==> config.mk <==
export PLATFORM = sky130hd
export DESIGN_NAME = ubf_uart
export DESIGN_NICKNAME = d
export VERILOG_FILES = /design/src/pkg/ubf_pkg.sv /design/src/rtl/ubf_uart.sv
export SDC_FILE = /design/constraint.sdc
export NUM_CORES = 1
export LEC_CHECK = 0
export BUFFER_PORTS_ARGS = -buffer_cell sky130_fd_sc_hd__buf_2
export CORE_MARGIN = 8
export CORE_UTILIZATION = 43
export CTS_BUF_LIST = sky130_fd_sc_hd__clkbuf_16
export DETAILED_ROUTE_END_ITERATION = 8
export HOLD_SLACK_MARGIN = 0.08
export SLEW_MARGIN = 20
export SYNTH_ARGS = -nofsm -noshare
export SYNTH_HDL_FRONTEND = slang
export SYNTH_SLANG_ARGS = --single-unit
==> constraint.sdc <==
create_clock -name clk -period 6.32 [get_ports clk]
set_clock_uncertainty 0.2 [all_clocks]
set_input_delay 0.632 -clock clk [delete_from_list [all_inputs] [get_ports clk]]
set_output_delay 0.632 -clock clk [all_outputs]
set_load 0.01 [all_outputs]
==> src/pkg/ubf_pkg.sv <==
/*
 ubf_pkg: constants shared by the serial port baud generator and framer.
 assumes: one system clock; every control bit arrives as a plain synchronous input.
*/
package ubf_pkg;
   localparam int unsigned   SYS_CLK_HZ     = 125000000;
   localparam int unsigned   DIV_W          = 8;
   localparam int unsigned   FRAME_W        = 12;
   localparam int unsigned   RX_SH_W        = 11;
   // ticks per bit, minus one, for each speed
   localparam logic [5:0]    TPB_SLOW_M1    = 6'h3F;
   localparam logic [5:0]    TPB_FAST_M1    = 6'h0F;
   // mid-bit sampling point in ticks
   localparam logic [5:0]    MID_SLOW       = 6'h1F;
   localparam logic [5:0]    MID_FAST       = 6'h07;
   // values after reset: 8 data bits, no parity, one stop
   localparam logic          NINE_RST       = 1'b0;
   localparam logic          PTYPE_RST      = 1'b0;
   localparam logic          PEN_RST        = 1'b0;
   localparam logic          TWO_RST        = 1'b0;
   localparam logic          HS_RST         = 1'b0;
   localparam logic [7:0]    DIV_RST        = 8'h00;
   localparam logic [11:0]   FRAME_IDLE     = 12'hFFF;
   localparam logic [10:0]   RX_SH_RST      = 11'h000;
   localparam logic [3:0]    POS_RST        = 4'h0;
   localparam logic [5:0]    PH_RST         = 6'h00;
   typedef enum logic [0:0] {TX_IDLE, TX_SEND} ubf_tx_e;
   typedef enum logic [1:0] {RX_IDLE, RX_BITS, RX_DONE} ubf_rx_e;
endpackage

==> src/rtl/ubf_uart.sv <==
/*
 ubf_uart: baud rate generator plus transmit and receive framing of the serial port.
 assumes: inputs synchronous to clk; tx_data/tx_ninth_bit held while tx_valid is high.
*/
`timescale 1ns/1ps
module ubf_uart (
   input  wire logic         clk,
   input  wire logic         reset_n,
   input  wire logic [7:0]   baud_divisor,
   input  wire logic         high_speed_select,
   input  wire logic         nine_bit_select,
   input  wire logic         parity_type,
   input  wire logic         parity_enable,
   input  wire logic         two_stop_select,
   input  wire logic         tx_ninth_bit,
   input  wire logic         uart_enable,
   input  wire logic         tx_enable,
   input  wire logic         rx_enable,
   input  wire logic [7:0]   tx_data,
   input  wire logic         tx_valid,
   output logic              tx_ready,
   output logic              tx_line,
   output logic              tx_line_oe,
   output logic              tx_busy,
   input  wire logic         rx_line,
   output logic [8:0]        rx_data,
   output logic              rx_valid,
   output logic              rx_parity_err,
   output logic              rx_frame_err
);
   // configuration, shared by both directions
   logic          nine_q, nine_d, ptype_q, ptype_d, pen_q, pen_d, two_q, two_d, hs_q, hs_d;
   logic [7:0]    div_q, div_d;
   logic [7:0]    pre_q, pre_d;
   logic          tick;
   logic [5:0]    tpb_m1, mid;
   logic          tx_on, rx_on;
   // transmitter
   ubf_pkg::ubf_tx_e tx_st_q, tx_st_d;
   logic [11:0]   tx_sh_q, tx_sh_d;
   logic [3:0]    tx_pos_q, tx_pos_d, tx_len_q, tx_len_d;
   logic [5:0]    tx_ph_q, tx_ph_d;
   logic          tx_first_q, tx_first_d, tx_par_q, tx_par_d;
   logic          tx_start, tx_bit_end;
   logic [8:0]    tx_word;
   logic [3:0]    nd;
   // receiver
   ubf_pkg::ubf_rx_e rx_st_q, rx_st_d;
   logic [10:0]   rx_sh_q, rx_sh_d;
   logic [3:0]    rx_idx_q, rx_idx_d;
   logic [5:0]    rx_ph_q, rx_ph_d;
   logic          rx_prev_q, rx_prev_d;
   logic [8:0]    rx_data_q, rx_data_d;
   logic          rx_valid_q, rx_valid_d, rx_perr_q, rx_perr_d, rx_ferr_q, rx_ferr_d;

   assign tx_on      = uart_enable & tx_enable;
   assign rx_on      = uart_enable & rx_enable;
   assign tpb_m1     = hs_q ? ubf_pkg::TPB_FAST_M1 : ubf_pkg::TPB_SLOW_M1;
   assign mid        = hs_q ? ubf_pkg::MID_FAST : ubf_pkg::MID_SLOW;
   assign nd         = nine_q ? 4'h9 : 4'h8;
   assign tx_ready   = tx_on & (tx_st_q == ubf_pkg::TX_IDLE);
   assign tx_start   = tx_ready & tx_valid;
   assign tx_bit_end = tick & (tx_ph_q == tpb_m1);
   assign tx_line    = tx_sh_q[0];
   assign tx_line_oe = tx_on;
   assign tx_busy    = (tx_st_q == ubf_pkg::TX_SEND);
   assign rx_data    = rx_data_q;
   assign rx_valid   = rx_valid_q;
   assign rx_parity_err = rx_perr_q;
   assign rx_frame_err  = rx_ferr_q;

   // format latched only while both sides idle, so no frame changes shape midway
   always_comb
   begin
      nine_d  = nine_q;
      ptype_d = ptype_q;
      pen_d   = pen_q;
      two_d   = two_q;
      hs_d    = hs_q;
      div_d   = div_q;
      if (tx_st_q == ubf_pkg::TX_IDLE && rx_st_q == ubf_pkg::RX_IDLE && !tx_start)
      begin
         nine_d  = nine_bit_select;
         ptype_d = parity_type;
         pen_d   = parity_enable;
         two_d   = two_stop_select;
         hs_d    = high_speed_select;
         div_d   = baud_divisor;
      end
   end

   // dedicated prescaler, free running; >= guards a divisor lowered mid-count
   always_comb
   begin
      tick  = (pre_q >= div_q);
      pre_d = tick ? 8'h00 : pre_q + 8'h01;
   end

   always_ff @(posedge clk or negedge reset_n)
   begin
      if (!reset_n)
      begin
         nine_q  <= ubf_pkg::NINE_RST;
         ptype_q <= ubf_pkg::PTYPE_RST;
         pen_q   <= ubf_pkg::PEN_RST;
         two_q   <= ubf_pkg::TWO_RST;
         hs_q    <= ubf_pkg::HS_RST;
         div_q   <= ubf_pkg::DIV_RST;
         pre_q   <= ubf_pkg::DIV_RST;
      end
      else
      begin
         nine_q  <= nine_d;
         ptype_q <= ptype_d;
         pen_q   <= pen_d;
         two_q   <= two_d;
         hs_q    <= hs_d;
         div_q   <= div_d;
         pre_q   <= pre_d;
      end
   end

   // transmitter: whole frame built at once, shifted out lsb first
   always_comb
   begin
      tx_st_d    = tx_st_q;
      tx_sh_d    = tx_sh_q;
      tx_pos_d   = tx_pos_q;
      tx_len_d   = tx_len_q;
      tx_ph_d    = tx_ph_q;
      tx_first_d = tx_first_q;
      tx_par_d   = tx_par_q;
      tx_word    = {tx_ninth_bit & nine_q, tx_data};
      case (tx_st_q)
         ubf_pkg::TX_IDLE:
         begin
            tx_sh_d = ubf_pkg::FRAME_IDLE;
            if (tx_start)
            begin
               tx_par_d = (^tx_word) ^ ptype_q;
               tx_sh_d[0] = 1'b0;
               tx_sh_d[8:1] = tx_word[7:0];
               if (nine_q)
                  tx_sh_d[9] = tx_word[8];
               if (pen_q)
                  tx_sh_d[nd + 4'h1] = (^tx_word) ^ ptype_q;
               // remaining positions stay one: the stop bits
               tx_len_d   = 4'h2 + nd + {3'h0, pen_q} + {3'h0, two_q};
               tx_first_d = tx_word[0];
               tx_pos_d   = ubf_pkg::POS_RST;
               tx_ph_d    = ubf_pkg::PH_RST;
               tx_st_d    = ubf_pkg::TX_SEND;
            end
         end
         ubf_pkg::TX_SEND:
         begin
            if (tick)
               tx_ph_d = tx_bit_end ? ubf_pkg::PH_RST : tx_ph_q + 6'h01;
            if (tx_bit_end)
            begin
               tx_sh_d  = {1'b1, tx_sh_q[11:1]};
               tx_pos_d = tx_pos_q + 4'h1;
               if (tx_pos_q == tx_len_q - 4'h1)
                  tx_st_d = ubf_pkg::TX_IDLE;
            end
         end
         default:
            tx_st_d = ubf_pkg::TX_IDLE;
      endcase
      // disabling aborts at once and releases the line high
      if (!tx_on)
      begin
         tx_st_d = ubf_pkg::TX_IDLE;
         tx_sh_d = ubf_pkg::FRAME_IDLE;
      end
   end

   always_ff @(posedge clk or negedge reset_n)
   begin
      if (!reset_n)
      begin
         tx_st_q    <= ubf_pkg::TX_IDLE;
         tx_sh_q    <= ubf_pkg::FRAME_IDLE;
         tx_pos_q   <= ubf_pkg::POS_RST;
         tx_len_q   <= ubf_pkg::POS_RST;
         tx_ph_q    <= ubf_pkg::PH_RST;
         tx_first_q <= 1'b0;
         tx_par_q   <= 1'b0;
      end
      else
      begin
         tx_st_q    <= tx_st_d;
         tx_sh_q    <= tx_sh_d;
         tx_pos_q   <= tx_pos_d;
         tx_len_q   <= tx_len_d;
         tx_ph_q    <= tx_ph_d;
         tx_first_q <= tx_first_d;
         tx_par_q   <= tx_par_d;
      end
   end

   // receiver: falling edge starts a frame, each bit sampled at its middle;
   // only the first stop bit is checked, a second one reads as idle
   always_comb
   begin
      logic [10:0] al;
      logic [3:0]  k;
      al         = ubf_pkg::RX_SH_RST;
      k          = nd + {3'h0, pen_q} + 4'h1;
      rx_st_d    = rx_st_q;
      rx_sh_d    = rx_sh_q;
      rx_idx_d   = rx_idx_q;
      rx_ph_d    = rx_ph_q;
      rx_prev_d  = rx_line;
      rx_data_d  = rx_data_q;
      rx_valid_d = 1'b0;
      rx_perr_d  = rx_perr_q;
      rx_ferr_d  = rx_ferr_q;
      case (rx_st_q)
         ubf_pkg::RX_IDLE:
            if (rx_prev_q && !rx_line)
            begin
               rx_st_d  = ubf_pkg::RX_BITS;
               rx_idx_d = ubf_pkg::POS_RST;
               rx_ph_d  = ubf_pkg::PH_RST;
            end
         ubf_pkg::RX_BITS:
         begin
            if (tick)
               rx_ph_d = (rx_ph_q == tpb_m1) ? ubf_pkg::PH_RST : rx_ph_q + 6'h01;
            if (tick && rx_ph_q == mid)
            begin
               rx_idx_d = rx_idx_q + 4'h1;
               if (rx_idx_q == ubf_pkg::POS_RST)
                  rx_st_d = rx_line ? ubf_pkg::RX_IDLE : rx_st_q;  // glitch, not a start bit
               else
               begin
                  rx_sh_d = {rx_line, rx_sh_q[10:1]};
                  if (rx_idx_q == k)
                     rx_st_d = ubf_pkg::RX_DONE;
               end
            end
         end
         ubf_pkg::RX_DONE:
         begin
            al = rx_sh_q >> (4'hB - k);
            rx_data_d  = nine_q ? al[8:0] : {1'b0, al[7:0]};
            rx_perr_d  = pen_q & (((^rx_data_d) ^ al[nd]) != ptype_q);
            rx_ferr_d  = !al[k - 4'h1];
            rx_valid_d = 1'b1;
            rx_st_d    = ubf_pkg::RX_IDLE;
         end
         default:
            rx_st_d = ubf_pkg::RX_IDLE;
      endcase
      if (!rx_on)
         rx_st_d = ubf_pkg::RX_IDLE;
   end

   always_ff @(posedge clk or negedge reset_n)
   begin
      if (!reset_n)
      begin
         rx_st_q    <= ubf_pkg::RX_IDLE;
         rx_sh_q    <= ubf_pkg::RX_SH_RST;
         rx_idx_q   <= ubf_pkg::POS_RST;
         rx_ph_q    <= ubf_pkg::PH_RST;
         rx_prev_q  <= 1'b1;
         rx_data_q  <= 9'h000;
         rx_valid_q <= 1'b0;
         rx_perr_q  <= 1'b0;
         rx_ferr_q  <= 1'b0;
      end
      else
      begin
         rx_st_q    <= rx_st_d;
         rx_sh_q    <= rx_sh_d;
         rx_idx_q   <= rx_idx_d;
         rx_ph_q    <= rx_ph_d;
         rx_prev_q  <= rx_prev_d;
         rx_data_q  <= rx_data_d;
         rx_valid_q <= rx_valid_d;
         rx_perr_q  <= rx_perr_d;
         rx_ferr_q  <= rx_ferr_d;
      end
   end
endmodule

Yosys cells after proc, flatten, opt, wreduce, memory -nomap -nowiden --
Cells that the tools add are included.
Word-level totals: output and inout port bits 16, logic and storage cells 138, register bits after elaboration 84, bits of input ports 29
Cells by class: eq/ne operators 19, bitwise operators 11, $add $sub $neg 14, multiplexer cells 47, shifts and indexed selects 1, $lt $le $gt $ge 5, reductions and logical operators 20
Operators by type and width (number):
- 12-bit two-way mux | 4
- 6-bit two-way mux | 7
- 12-bit case mux with 2 select lines | 1
- 6-bit case mux with 2 select lines | 2
- 9-bit XOR reduction | 2
- 4-bit by 1-bit adder with 4-bit output (second input constant) | 4
- 4-bit two-way mux | 4
- 4-bit case mux with 2 select lines | 2
- 4-bit by 5-bit less-than comparator with 1-bit output (second input constant) | 3
- 4-bit by 1-bit adder with 4-bit output | 3
- 6-bit by 1-bit adder with 6-bit output (second input constant) | 2
- 12-bit bitwise mux | 1
- 6-bit == test | 2
- 1-bit two-way mux | 12
- 2-bit two-way mux | 6
- 11-bit by 4-bit >> shifter with 11-bit output | 1
- 9-bit two-way mux | 1
- 3-bit AND reduction | 3
- 8-bit by 1-bit adder with 8-bit output (second input constant) | 1
- 1-bit binary-select mux with 4-bit select | 2
- 4-bit == test | 2
- 8-bit >= comparator | 1
- 8-bit two-way mux | 1
- 2-bit inequality test (second input constant) | 4
- 26 further kinds | 46

Longest topological paths before layout --
Gate-level depths: netlist (run 1).
depth after elaboration 11, gate-level depth with buffers 11, gate-level depth less buffers 9

Least setup slack after synthesis (run 1) --
Ideal clock, no wire load.
path kind register to register, from register pre_q[0], to register rx_sh_q[10], clock period less this slack 2441 ps, library setup time 125 ps, data required time 5995 ps, buffers on the path 1, stages on the path, launching flop included 11, data arrival time 2116 ps, path slack 3879 ps, cells stage by stage dfrtp_1 -> inv_1 -> ha_1 -> nand2b_1 -> a21o_1 -> a21oi_1 -> o21ai_2 -> nand3_1 -> nor2_1 -> buf_4 -> mux2_2
Between the ends: longest elaborated chain between the ends 3
RTL lines:
- from (decl) | line ubf_uart.sv:34 | logic [7:0] pre_q, pre_d;
- from (signal assigned) | line ubf_uart.sv:109 | pre_q <= ubf_pkg::DIV_RST;
- from (signal assigned) | line ubf_uart.sv:119 | pre_q <= pre_d;
- 8-bit >= comparator | line ubf_uart.sv:95 | tick = (pre_q >= div_q);
- 1-bit logical AND | line ubf_uart.sv:231 | if (tick && rx_ph_q == mid)
- 3-bit AND reduction (no source line)
- to (signal assigned) | line ubf_uart.sv:265 | rx_sh_q <= ubf_pkg::RX_SH_RST;
- to (signal assigned) | line ubf_uart.sv:277 | rx_sh_q <= rx_sh_d;
- to (decl) | line ubf_uart.sv:49 | logic [10:0] rx_sh_q, rx_sh_d;
Every way passes these cells. A chain may end at the register's enable or synchronous reset.

Worst setup path in the final report (run 1) --
from register pre_q[0], to register rx_sh_q[4]
Same word-level chain as after synthesis.

==> results.txt, run 1 <==
The number of design rule violations left after detail routing is 0. The post-synth design cell area came out at ~0.0045 sq mm. The number of nets in the final layout came out at about 520.

The worst setup path is launched from a register. The maximum clock frequency is 317 MHz. In the post-synthesis netlist, the biggest area contributors are sky130_fd_sc_hd__dfrtp_1 40%, sky130_fd_sc_hd__mux2_2 7.3%, sky130_fd_sc_hd__dfstp_2 7.1%. Gates resized during post-CTS repair numbered 0. In this run the post-CTS setup repair buffer count came out at 0. The I/O pin total came out at 45. Setup violations remaining at the end of the flow were counted as 0.

Of all cell types, the one taking the most synthesized area is sky130_fd_sc_hd__dfrtp_1. The final critical path takes up 49.9% of the cycle. The relative slew slack came out at 43.2%. The standby leakage power came out at 2.36 nW. The final route contains about 3100 vias. The total global routing track utilization is 13.1%.

STA puts the critical path data required time at around 6.3 ns. Setup repair after global routing left no endpoint under its margin. In this run, the number of DRC markers left after iteration 0 of detailed routing was approximately 140.

The number of global-route vias before repair is 3192. The first global-routing pass estimated 15200 um of wire. For this configuration, the core starts out at a cell density of 43.8%. The number of antenna repair diodes came out at 0.

The via count normalized by instance count is 5.14. Cells with a size suffix above 1 make up a little under a quarter of the layout. Summing internal, switching and leakage power gives 1.37 mW. The detailed-placement wirelength estimate is around 6300 um.

The setup TNS is 0 ns. The number of antenna violations at the first check in global routing came to 0. The run finished with clean final reports.

Leaving out fill and tap cells, the most frequent cell in the layout is sky130_fd_sc_hd__dfrtp_1. The measured slew at the worst slew-check pin came out at around 0.85 ns. The placement-stage worst setup slack came out at roughly 3.1 ns.

Across the VDD grid, the largest voltage drop is 0.154 mV. The power density over cell area came out at ~270 mW/mm^2. The count of input and output buffers came out at 44.

The clock-pin slew on the worst setup and hold paths came out at ~0.060 ns. The average wire per standard cell is 14.1 um. The area share of the largest cell type after synthesis came out at 39.8%. The layout-stage area growth over the synthesis result came out at 13.4%.

In this run the horizontal extent of the chip is 118 um. The buffers plus inverters on the worst setup path is 1. Among cell families on the critical path, the largest total delay comes from simple AND/OR/NAND/NOR gates. The quantity of hold-fixing buffers added after cts is 0. In this run, synthesis inferred 0 flip-flops with an integrated enable. The slowest stage of the critical path is the sky130_fd_sc_hd__nor2_1 cell. The area of the core is 0.0102 sq mm. The signal on the critical path passes through inv_1 -> ha_1 -> nand2b_1 -> a21o_1 -> a21oi_1 -> o21ai_2 -> nand3_1 -> nor2_1 -> mux2_2. Data on the critical path arrives at its endpoint at roughly 3.2 ns. The post-synthesis sequential element count came out at between 80 and 90.

Max-cap violations in this run came to 0. The synthesized net count is 472. The number of slew-limit violations in the final report is 0. The maximum number of pins on one net before global-route repair is 84. The remaining global-route overflow came out at 0. The most used flip-flop cell after synthesis is sky130_fd_sc_hd__dfrtp_1. The proportion of synthesized chip area in sequential cells is 46.9%. The number of antenna-violating nets in the routed design is 0. The height of the die is around 120 um. The largest fanout on the critical path came out at 11. In this design, the stage delay of the slowest critical-path cell is a little over 0.7 ns. The site row count is 37.

The sum of routed wire length over all layers came out at ~8600 um. No sink is reached through more buffers than the 2 on the longest clock path. The floorplan die area came out at 0.0139 sq mm.

In the layout the commonest cells are 71 x sky130_fd_sc_hd__dfrtp_1, 43 x sky130_fd_sc_hd__buf_2, 39 x sky130_fd_sc_hd__nand2_1, 37 x sky130_fd_sc_hd__nor2_1, 29 x sky130_fd_sc_hd__mux2_2. The global placement routability congestion came out at 0.810. The number of failing hold endpoints at the final stage is 0. By startpoint and endpoint, the worst setup path is classified as register to register. After routing the design area is 0.00506 sq mm. The worst min-delay path category is primary input to async pin. The count of yosys warnings during synthesis is 0. The tree is rooted in a sky130_fd_sc_hd__clkbuf_16.

After detailed placement, the total cell area comes to 0.00478 sq mm. Counting flops with an async set or reset pin after synthesis yields a share of 100%. STA classifies the critical path endpoint as a register.

The later-pin clock latency in the skew report came out at 0.33 ns. The clock buffer count from CTS came out at 9. The count of clock tree sinks came out at between 80 and 90.

The count of unique library cells instantiated by Yosys is 52. The final critical-path required period is 3.15 ns. The number of levels in the clock H-tree came out at 3.

After synthesis, the mean cell area works out to 10.5 sq um. The pre-antenna-repair detailed-routing pass consisted of 4 iterations. The number of instances in the synthesized netlist is 425. The clock tree from TritonCTS is built. The slack of the critical path is ~3.2 ns.
## synth_stat cells, types with 3 or more instances
library cell                count
sky130_fd_sc_hd__a21oi_1       19
sky130_fd_sc_hd__a31oi_1        3
sky130_fd_sc_hd__and2_1         5
sky130_fd_sc_hd__and3_1         4
sky130_fd_sc_hd__clkbuf_1       5
sky130_fd_sc_hd__dfrtp_1       71
sky130_fd_sc_hd__dfstp_2       12
sky130_fd_sc_hd__ha_1          17
sky130_fd_sc_hd__inv_1         20
sky130_fd_sc_hd__mux2_2        29
sky130_fd_sc_hd__mux2i_1       16
sky130_fd_sc_hd__nand2_1       39
sky130_fd_sc_hd__nand2b_1       7
sky130_fd_sc_hd__nand3_1       22
sky130_fd_sc_hd__nand3b_1       3
sky130_fd_sc_hd__nor2_1        37
sky130_fd_sc_hd__nor2b_1        4
sky130_fd_sc_hd__nor3_1         6
sky130_fd_sc_hd__o21ai_0       20
sky130_fd_sc_hd__o2bb2ai_1     10
sky130_fd_sc_hd__o31ai_1        4
sky130_fd_sc_hd__or3_1          3
sky130_fd_sc_hd__xnor2_1       21
sky130_fd_sc_hd__xor2_1        13
## worst paths after layout
kind | end | startpoint | cells after the start | slack, ns
max | rx_sh_q[4] | pre_q[0] | 9 | 3.17
min reg2reg | rx_data[0] | rx_data[0] | 2 | 0.27
min in group clk | rx_prev_q | rx_line | 1 | 0.23
max in group asynchronous | rx_sh_q[2] | reset_n | 1 | 5.26
min | div_q[4] | reset_n | 1 | 0.1
max reg2reg | rx_sh_q[4] | pre_q[0] | 9 | 3.17
## power breakdown
part	internal [mW]	switching, mW
Clock	0.264	0.209
Sequential	0.580	0.0457
Combinational	0.125	0.151
## cell families (layout without fill, tap and decap cells)
group	after synthesis	after routing	synth area share, %
adders and majority gates	18	18	5.22
and+or+nand+nor	140	140	14.9
AOI/OAI and AO/OA	69	69	10.2
muxes	47	47	11.8
DFF	83	83	46.9
buffers and inverters	32	82	3.48
xor gates and xnor gates	36	36	7.55
## cell type report
cell class / count / area [sq um]
timing repair buffer: 45 / 234
clock inverter: 7 / 43.8
sequential: 83 / 2090
clock buffer: 9 / 225
multi-input combinational: 310 / 2210
inverter: 21 / 78.8
tap: 136 / 170
fill: 957 / 5130
## metal layers
metal | vias to the layer above | track usage (%) | part of all wire, %
li1 | 1582 | - | -
met1 | 1508 | 17.4 | 48
met2 | 44 | 20.7 | 46
met3 | 8 | 2.73 | 3.9
met4 | 0 | 4.96 | 1.3
met5 | - | 0 | 0
## stage by stage
stage	cells	utilization (%)	hold slack, ns
finish	611	49.7	0.0957
global route	611	49.7	0.212
CTS	611	49.6	0.232
detailed placement	595	47.0	0.262
global placement	595	47.0	0.262
floorplan	425	-	0.136
## sequential cells by signal (all words and copies together), names as in the netlist
name           flops
tx_busy            1
two_q              1
rx_valid           1
rx_frame_err       1
rx_prev_q          1
ptype_q            1
tx_pos_q           4
rx_idx_q           4
rx_parity_err      1
rx_data            9
rx_st_q            2
rx_ph_q            6
hs_q               1
pre_q              8
rx_sh_q           11
tx_len_q           4
tx_sh_q           11
pen_q              1
div_q              8
tx_ph_q            6
nine_q             1
No activity file was read; power rests on OpenSTA's default activity.
==> run 2: changes to the inputs <==
--- a/config.mk
+++ b/config.mk
@@ -5,6 +5,7 @@
 export SDC_FILE = /design/constraint.sdc
 export NUM_CORES = 1
 export LEC_CHECK = 0
+export ABC_AREA = 1
 export BUFFER_PORTS_ARGS = -buffer_cell sky130_fd_sc_hd__buf_2
 export CORE_MARGIN = 8
 export CORE_UTILIZATION = 43
==> constraint.sdc (replaced) <==
create_clock -name clk -period 3.1 [get_ports clk]
set_clock_uncertainty 0.2 [all_clocks]
set_input_delay 0.31 -clock clk [delete_from_list [all_inputs] [get_ports clk]]
set_output_delay 0.31 -clock clk [all_outputs]
set_load 0.01 [all_outputs]
==> run 2 against run 1 <==
Effect of this change: global-route usage up 1.4 points; final area rose by 8.5%; maximum frequency increased by 21%; area after synthesis is 4.1% higher; largest cell class unchanged; clock power is 130% higher; wire length up 15%; via count increased by 26%; final cell count up 31%; hold slack improved by 0.0069 ns; clock-buffer cell count is 2 higher; sequential share of layout area decreased by 3.2 points.
==> results.txt, run 2 <==
The flow ran to the end, and the final reports show no timing, DRC or antenna violations. The post-synth design cell area is between 0.004 and 0.005 sq mm. Yosys instantiated no cell more often than sky130_fd_sc_hd__nand2_1.

The via count normalized by instance count came out at 4.95. The worst setup path is captured at a register. The required time of the worst setup path came out at 3.12 ns. CTS placed an instance of sky130_fd_sc_hd__clkbuf_16 at the clock tree root.

The adder-cell area share of the yosys netlist came out at 5.01%. The post-synthesis mux area share came out at 0.243%. The slack of the critical path is just under 0.5 ns. The number of slew-limit violations in the final report is 0. The number of design rule violations left after detail routing is 0. The period utilization came out at 84.0%. The finished layout holds 803 standard cells, fillers aside. The global-route track usage on met3 is 2.77%. The share of synthesized area in the top cell type comes to 38.3%.

TritonCTS created 9 clock buffers. The final-layout fill cell count is 1047. After synthesis the netlist holds a flip-flop and latch count of 83. The library cell used most frequently in the layout, excluding fill and tap cells, is sky130_fd_sc_hd__nand2_1. The critical path arrival came out at 2.63 ns.

The final critical-path required period came out at 2.60 ns. From left edge to right edge, the die measures ~120 um. The layout-stage area growth over the synthesis result came out at 18.2%.

TritonCTS built the clock tree. The number of antenna-violating nets in the routed design came out at 0. In this run the most used layer during global routing was met2. For this run, the leading register cell type out of synthesis is sky130_fd_sc_hd__dfrtp_1. The number of optimization iterations in the first detailed-route pass is 5.

The area of the core is 0.0107 sq mm. For this run, global-route usage on met2 was measured as 23.8%. The effective utilization at floorplan came out at 43.4%. The placement-stage worst setup slack is 0.514 ns.

The setup TNS is 0 ns. The top cell types in the final layout, fill and taps aside, are 161 x sky130_fd_sc_hd__nand2_1, 71 x sky130_fd_sc_hd__dfrtp_1, 68 x sky130_fd_sc_hd__inv_1, 49 x sky130_fd_sc_hd__nor2_1, 46 x sky130_fd_sc_hd__o21ai_0. The total global routing track utilization is 14.5%.

Sorting the synthesized cells by area gives the leading types as sky130_fd_sc_hd__dfrtp_1 38%, sky130_fd_sc_hd__nand2_1 13%, sky130_fd_sc_hd__dfstp_2 6.8%. The total via count after detailed routing is around 4000. Of all cell types, the one taking the most synthesized area is sky130_fd_sc_hd__dfrtp_1. STA classifies the critical path startpoint as a register. The design draws 3.24 mW. The post-synthesis share of cell area spent on and, or, nand and nor gates is around 25%. The measured slew at the worst slew-check pin came out at between 0.7 and 0.8 ns. The count of unique library cells instantiated by Yosys is 46.

Entering global routing, the biggest net connects between 80 and 90 pins. The I/O pin total came out at 45. The routing usage on met1 is between 10% and 20%. The power density over cell area is 590 mW/mm^2. The number of antenna violations at the first check in global routing is 0.

The area occupied by multi-input gates came out at 0.00220 sq mm. The xor/xnor share of the synthesized area came out at 4.53%. The site row count came out at 38. The standby leakage power came out at 2.74 nW. The worst IR drop on VDD is approximately 0.24 mV. The proportion of synthesized chip area in sequential cells came out at 45.1%. The main combinational cell family by area after synthesis is simple AND/OR/NAND/NOR gates. The detailed-placement wirelength estimate came out at 7140 um. The global-route wire length before repair came out at around 17000 um.

The number of global-route vias before repair is slightly below 4000. The number of instances in the synthesized netlist came out at roughly 600. The maximum clock frequency is around 380 MHz.

The layout cell share with drive strength beyond 1 came out at 13.3%. After clock tree synthesis, the clock-pin slew on the worst setup and hold paths is 0.07 ns. The floorplan die area is 0.0144 sq mm. The number of failing hold endpoints at the final stage is 0. After synthesis, the most frequently instantiated cells are 161 x sky130_fd_sc_hd__nand2_1, 71 x sky130_fd_sc_hd__dfrtp_1, 66 x sky130_fd_sc_hd__inv_1.

The later-pin clock latency in the skew report is 0.34 ns. The count of input and output buffers came out at 44. In this run, the number of DRC markers left after iteration 0 of detailed routing was 200. The placed cell count is 768. The sequential cell area in the final layout is 0.00209 sq mm. The max-capacitance violation count came out at 0. Yosys printed 0 warnings. Setup repair after global routing left no endpoint under its margin. The remaining global-route overflow came out at 0. The proportion of synthesized flip-flops having asynchronous set or reset is 100%. The count of flip-flops with a built-in enable after synthesis came out at 0. The buffer levels on the longest clock path came out at 2.

In this run the mean area of a mapped cell was roughly 7.8 sq um. The global placement routability congestion came out at 0.857. CTS built an H-tree with a depth of 3. The number of nets in the final layout is 705.

The height of the die is 120 um. The count of clock tree sinks came out at 83. The count of endpoints failing setup in the final report is 0. The synthesized net count is 641. The compound-gate portion of the synthesized area came out at 12.6%. The number of antenna repair diodes came out at 0.

In the final routed layout, each cell accounts on average for 12.3 um. In this run the tightest slew margin relative to its limit is 47.8%. The class of the most critical setup path is register to register. In this run the worst path has a maximum fanout of 13. The sum of routed wire length over all layers is 9900 um. The worst hold path belongs to the class primary input to register.
==> run 2: path summary, 6_finish.rpt <==
| check | slack [ns] | from | cells after the start | endpoint |
|---|---|---|---|---|
| min | 0.10 | tx_data[7] | 3 | tx_sh_q[8] |
| max | 0.50 | nine_q | 15 | rx_parity_err |
| max in group asynchronous | 1.75 | reset_n | 2 | rx_data[4] |
| min reg2reg | 0.28 | rx_data[3] | 2 | rx_data[3] |
| max reg2reg | 0.50 | nine_q | 15 | rx_parity_err |
| min in group asynchronous | 0.36 | reset_n | 2 | rx_data[2] |
==> run 2: per-stage QoR <==
step,area [sq um],hold WS [ns],utilization [%]
after floorplan,4640,-0.186,-
after global placement,4990,0.229,46.6
after detailed placement,4990,0.231,46.6
after CTS,5480,0.0884,51.3
after global routing,5490,0.108,51.3
final,5490,0.103,51.3
==> run 2: power breakdown <==
| part | switching, mW | total [mW] | internal (mW) |
|---|---|---|---|
| Clock | 0.436 | 1.07 | 0.634 |
| Sequential | 0.0954 | 1.31 | 1.21 |
| Combinational | 0.519 | 0.862 | 0.343 |
==> run 2: layout make-up <==
class,count,share of cell area [%]
Tap cell,140,3.19
Sequential cell,83,38.1
Clock inverter,5,0.502
Timing Repair Buffer,69,8.42
Multi-Input combinational cell,426,40.0
Inverter,69,4.72
Clock buffer,11,5.02
==> run 2: what timing repair did <==
item,in CTS,in global routing
endpoints found under the setup margin,0,0
endpoints found under the hold margin,89,0
hold buffers,19,0
buffers inserted,0,0
resized for setup,0,0
==> run 2: layer usage <==
metal  vias up  share of wire [%]  wire length (um)
met5         -                  0                 0
met4         0                1.8               183
met3        13                3.9               384
met2        69                 46              4550
met1      1835                 48              4780
li1       2054                  -                 -
==> run 2: cells by family (layout without fill, tap and decap cells) <==
family	count (synthesis)	count (layout)
fa+ha+maj	18	18
buf+inv	85	154
simple gates	276	276
xor+xnor	24	24
mux	1	1
compound gates	107	107
flops	83	83
==> run 2: critical path: stages, from the launching register on <==
cell,delay (ns)
sky130_fd_sc_hd__dfrtp_1,0.41
sky130_fd_sc_hd__inv_1,0.14
sky130_fd_sc_hd__ha_1,0.40
sky130_fd_sc_hd__buf_4,0.21
sky130_fd_sc_hd__o21ai_1,0.28
sky130_fd_sc_hd__nand2_1,0.09
sky130_fd_sc_hd__o21ai_0,0.14
sky130_fd_sc_hd__nand2_1,0.09
sky130_fd_sc_hd__nand2_1,0.07
sky130_fd_sc_hd__nand2_1,0.04
sky130_fd_sc_hd__nand2_1,0.07
sky130_fd_sc_hd__nand3_1,0.10
sky130_fd_sc_hd__nand2_1,0.08
sky130_fd_sc_hd__nand2_1,0.05
sky130_fd_sc_hd__nand3_1,0.07
sky130_fd_sc_hd__nand2_1,0.05
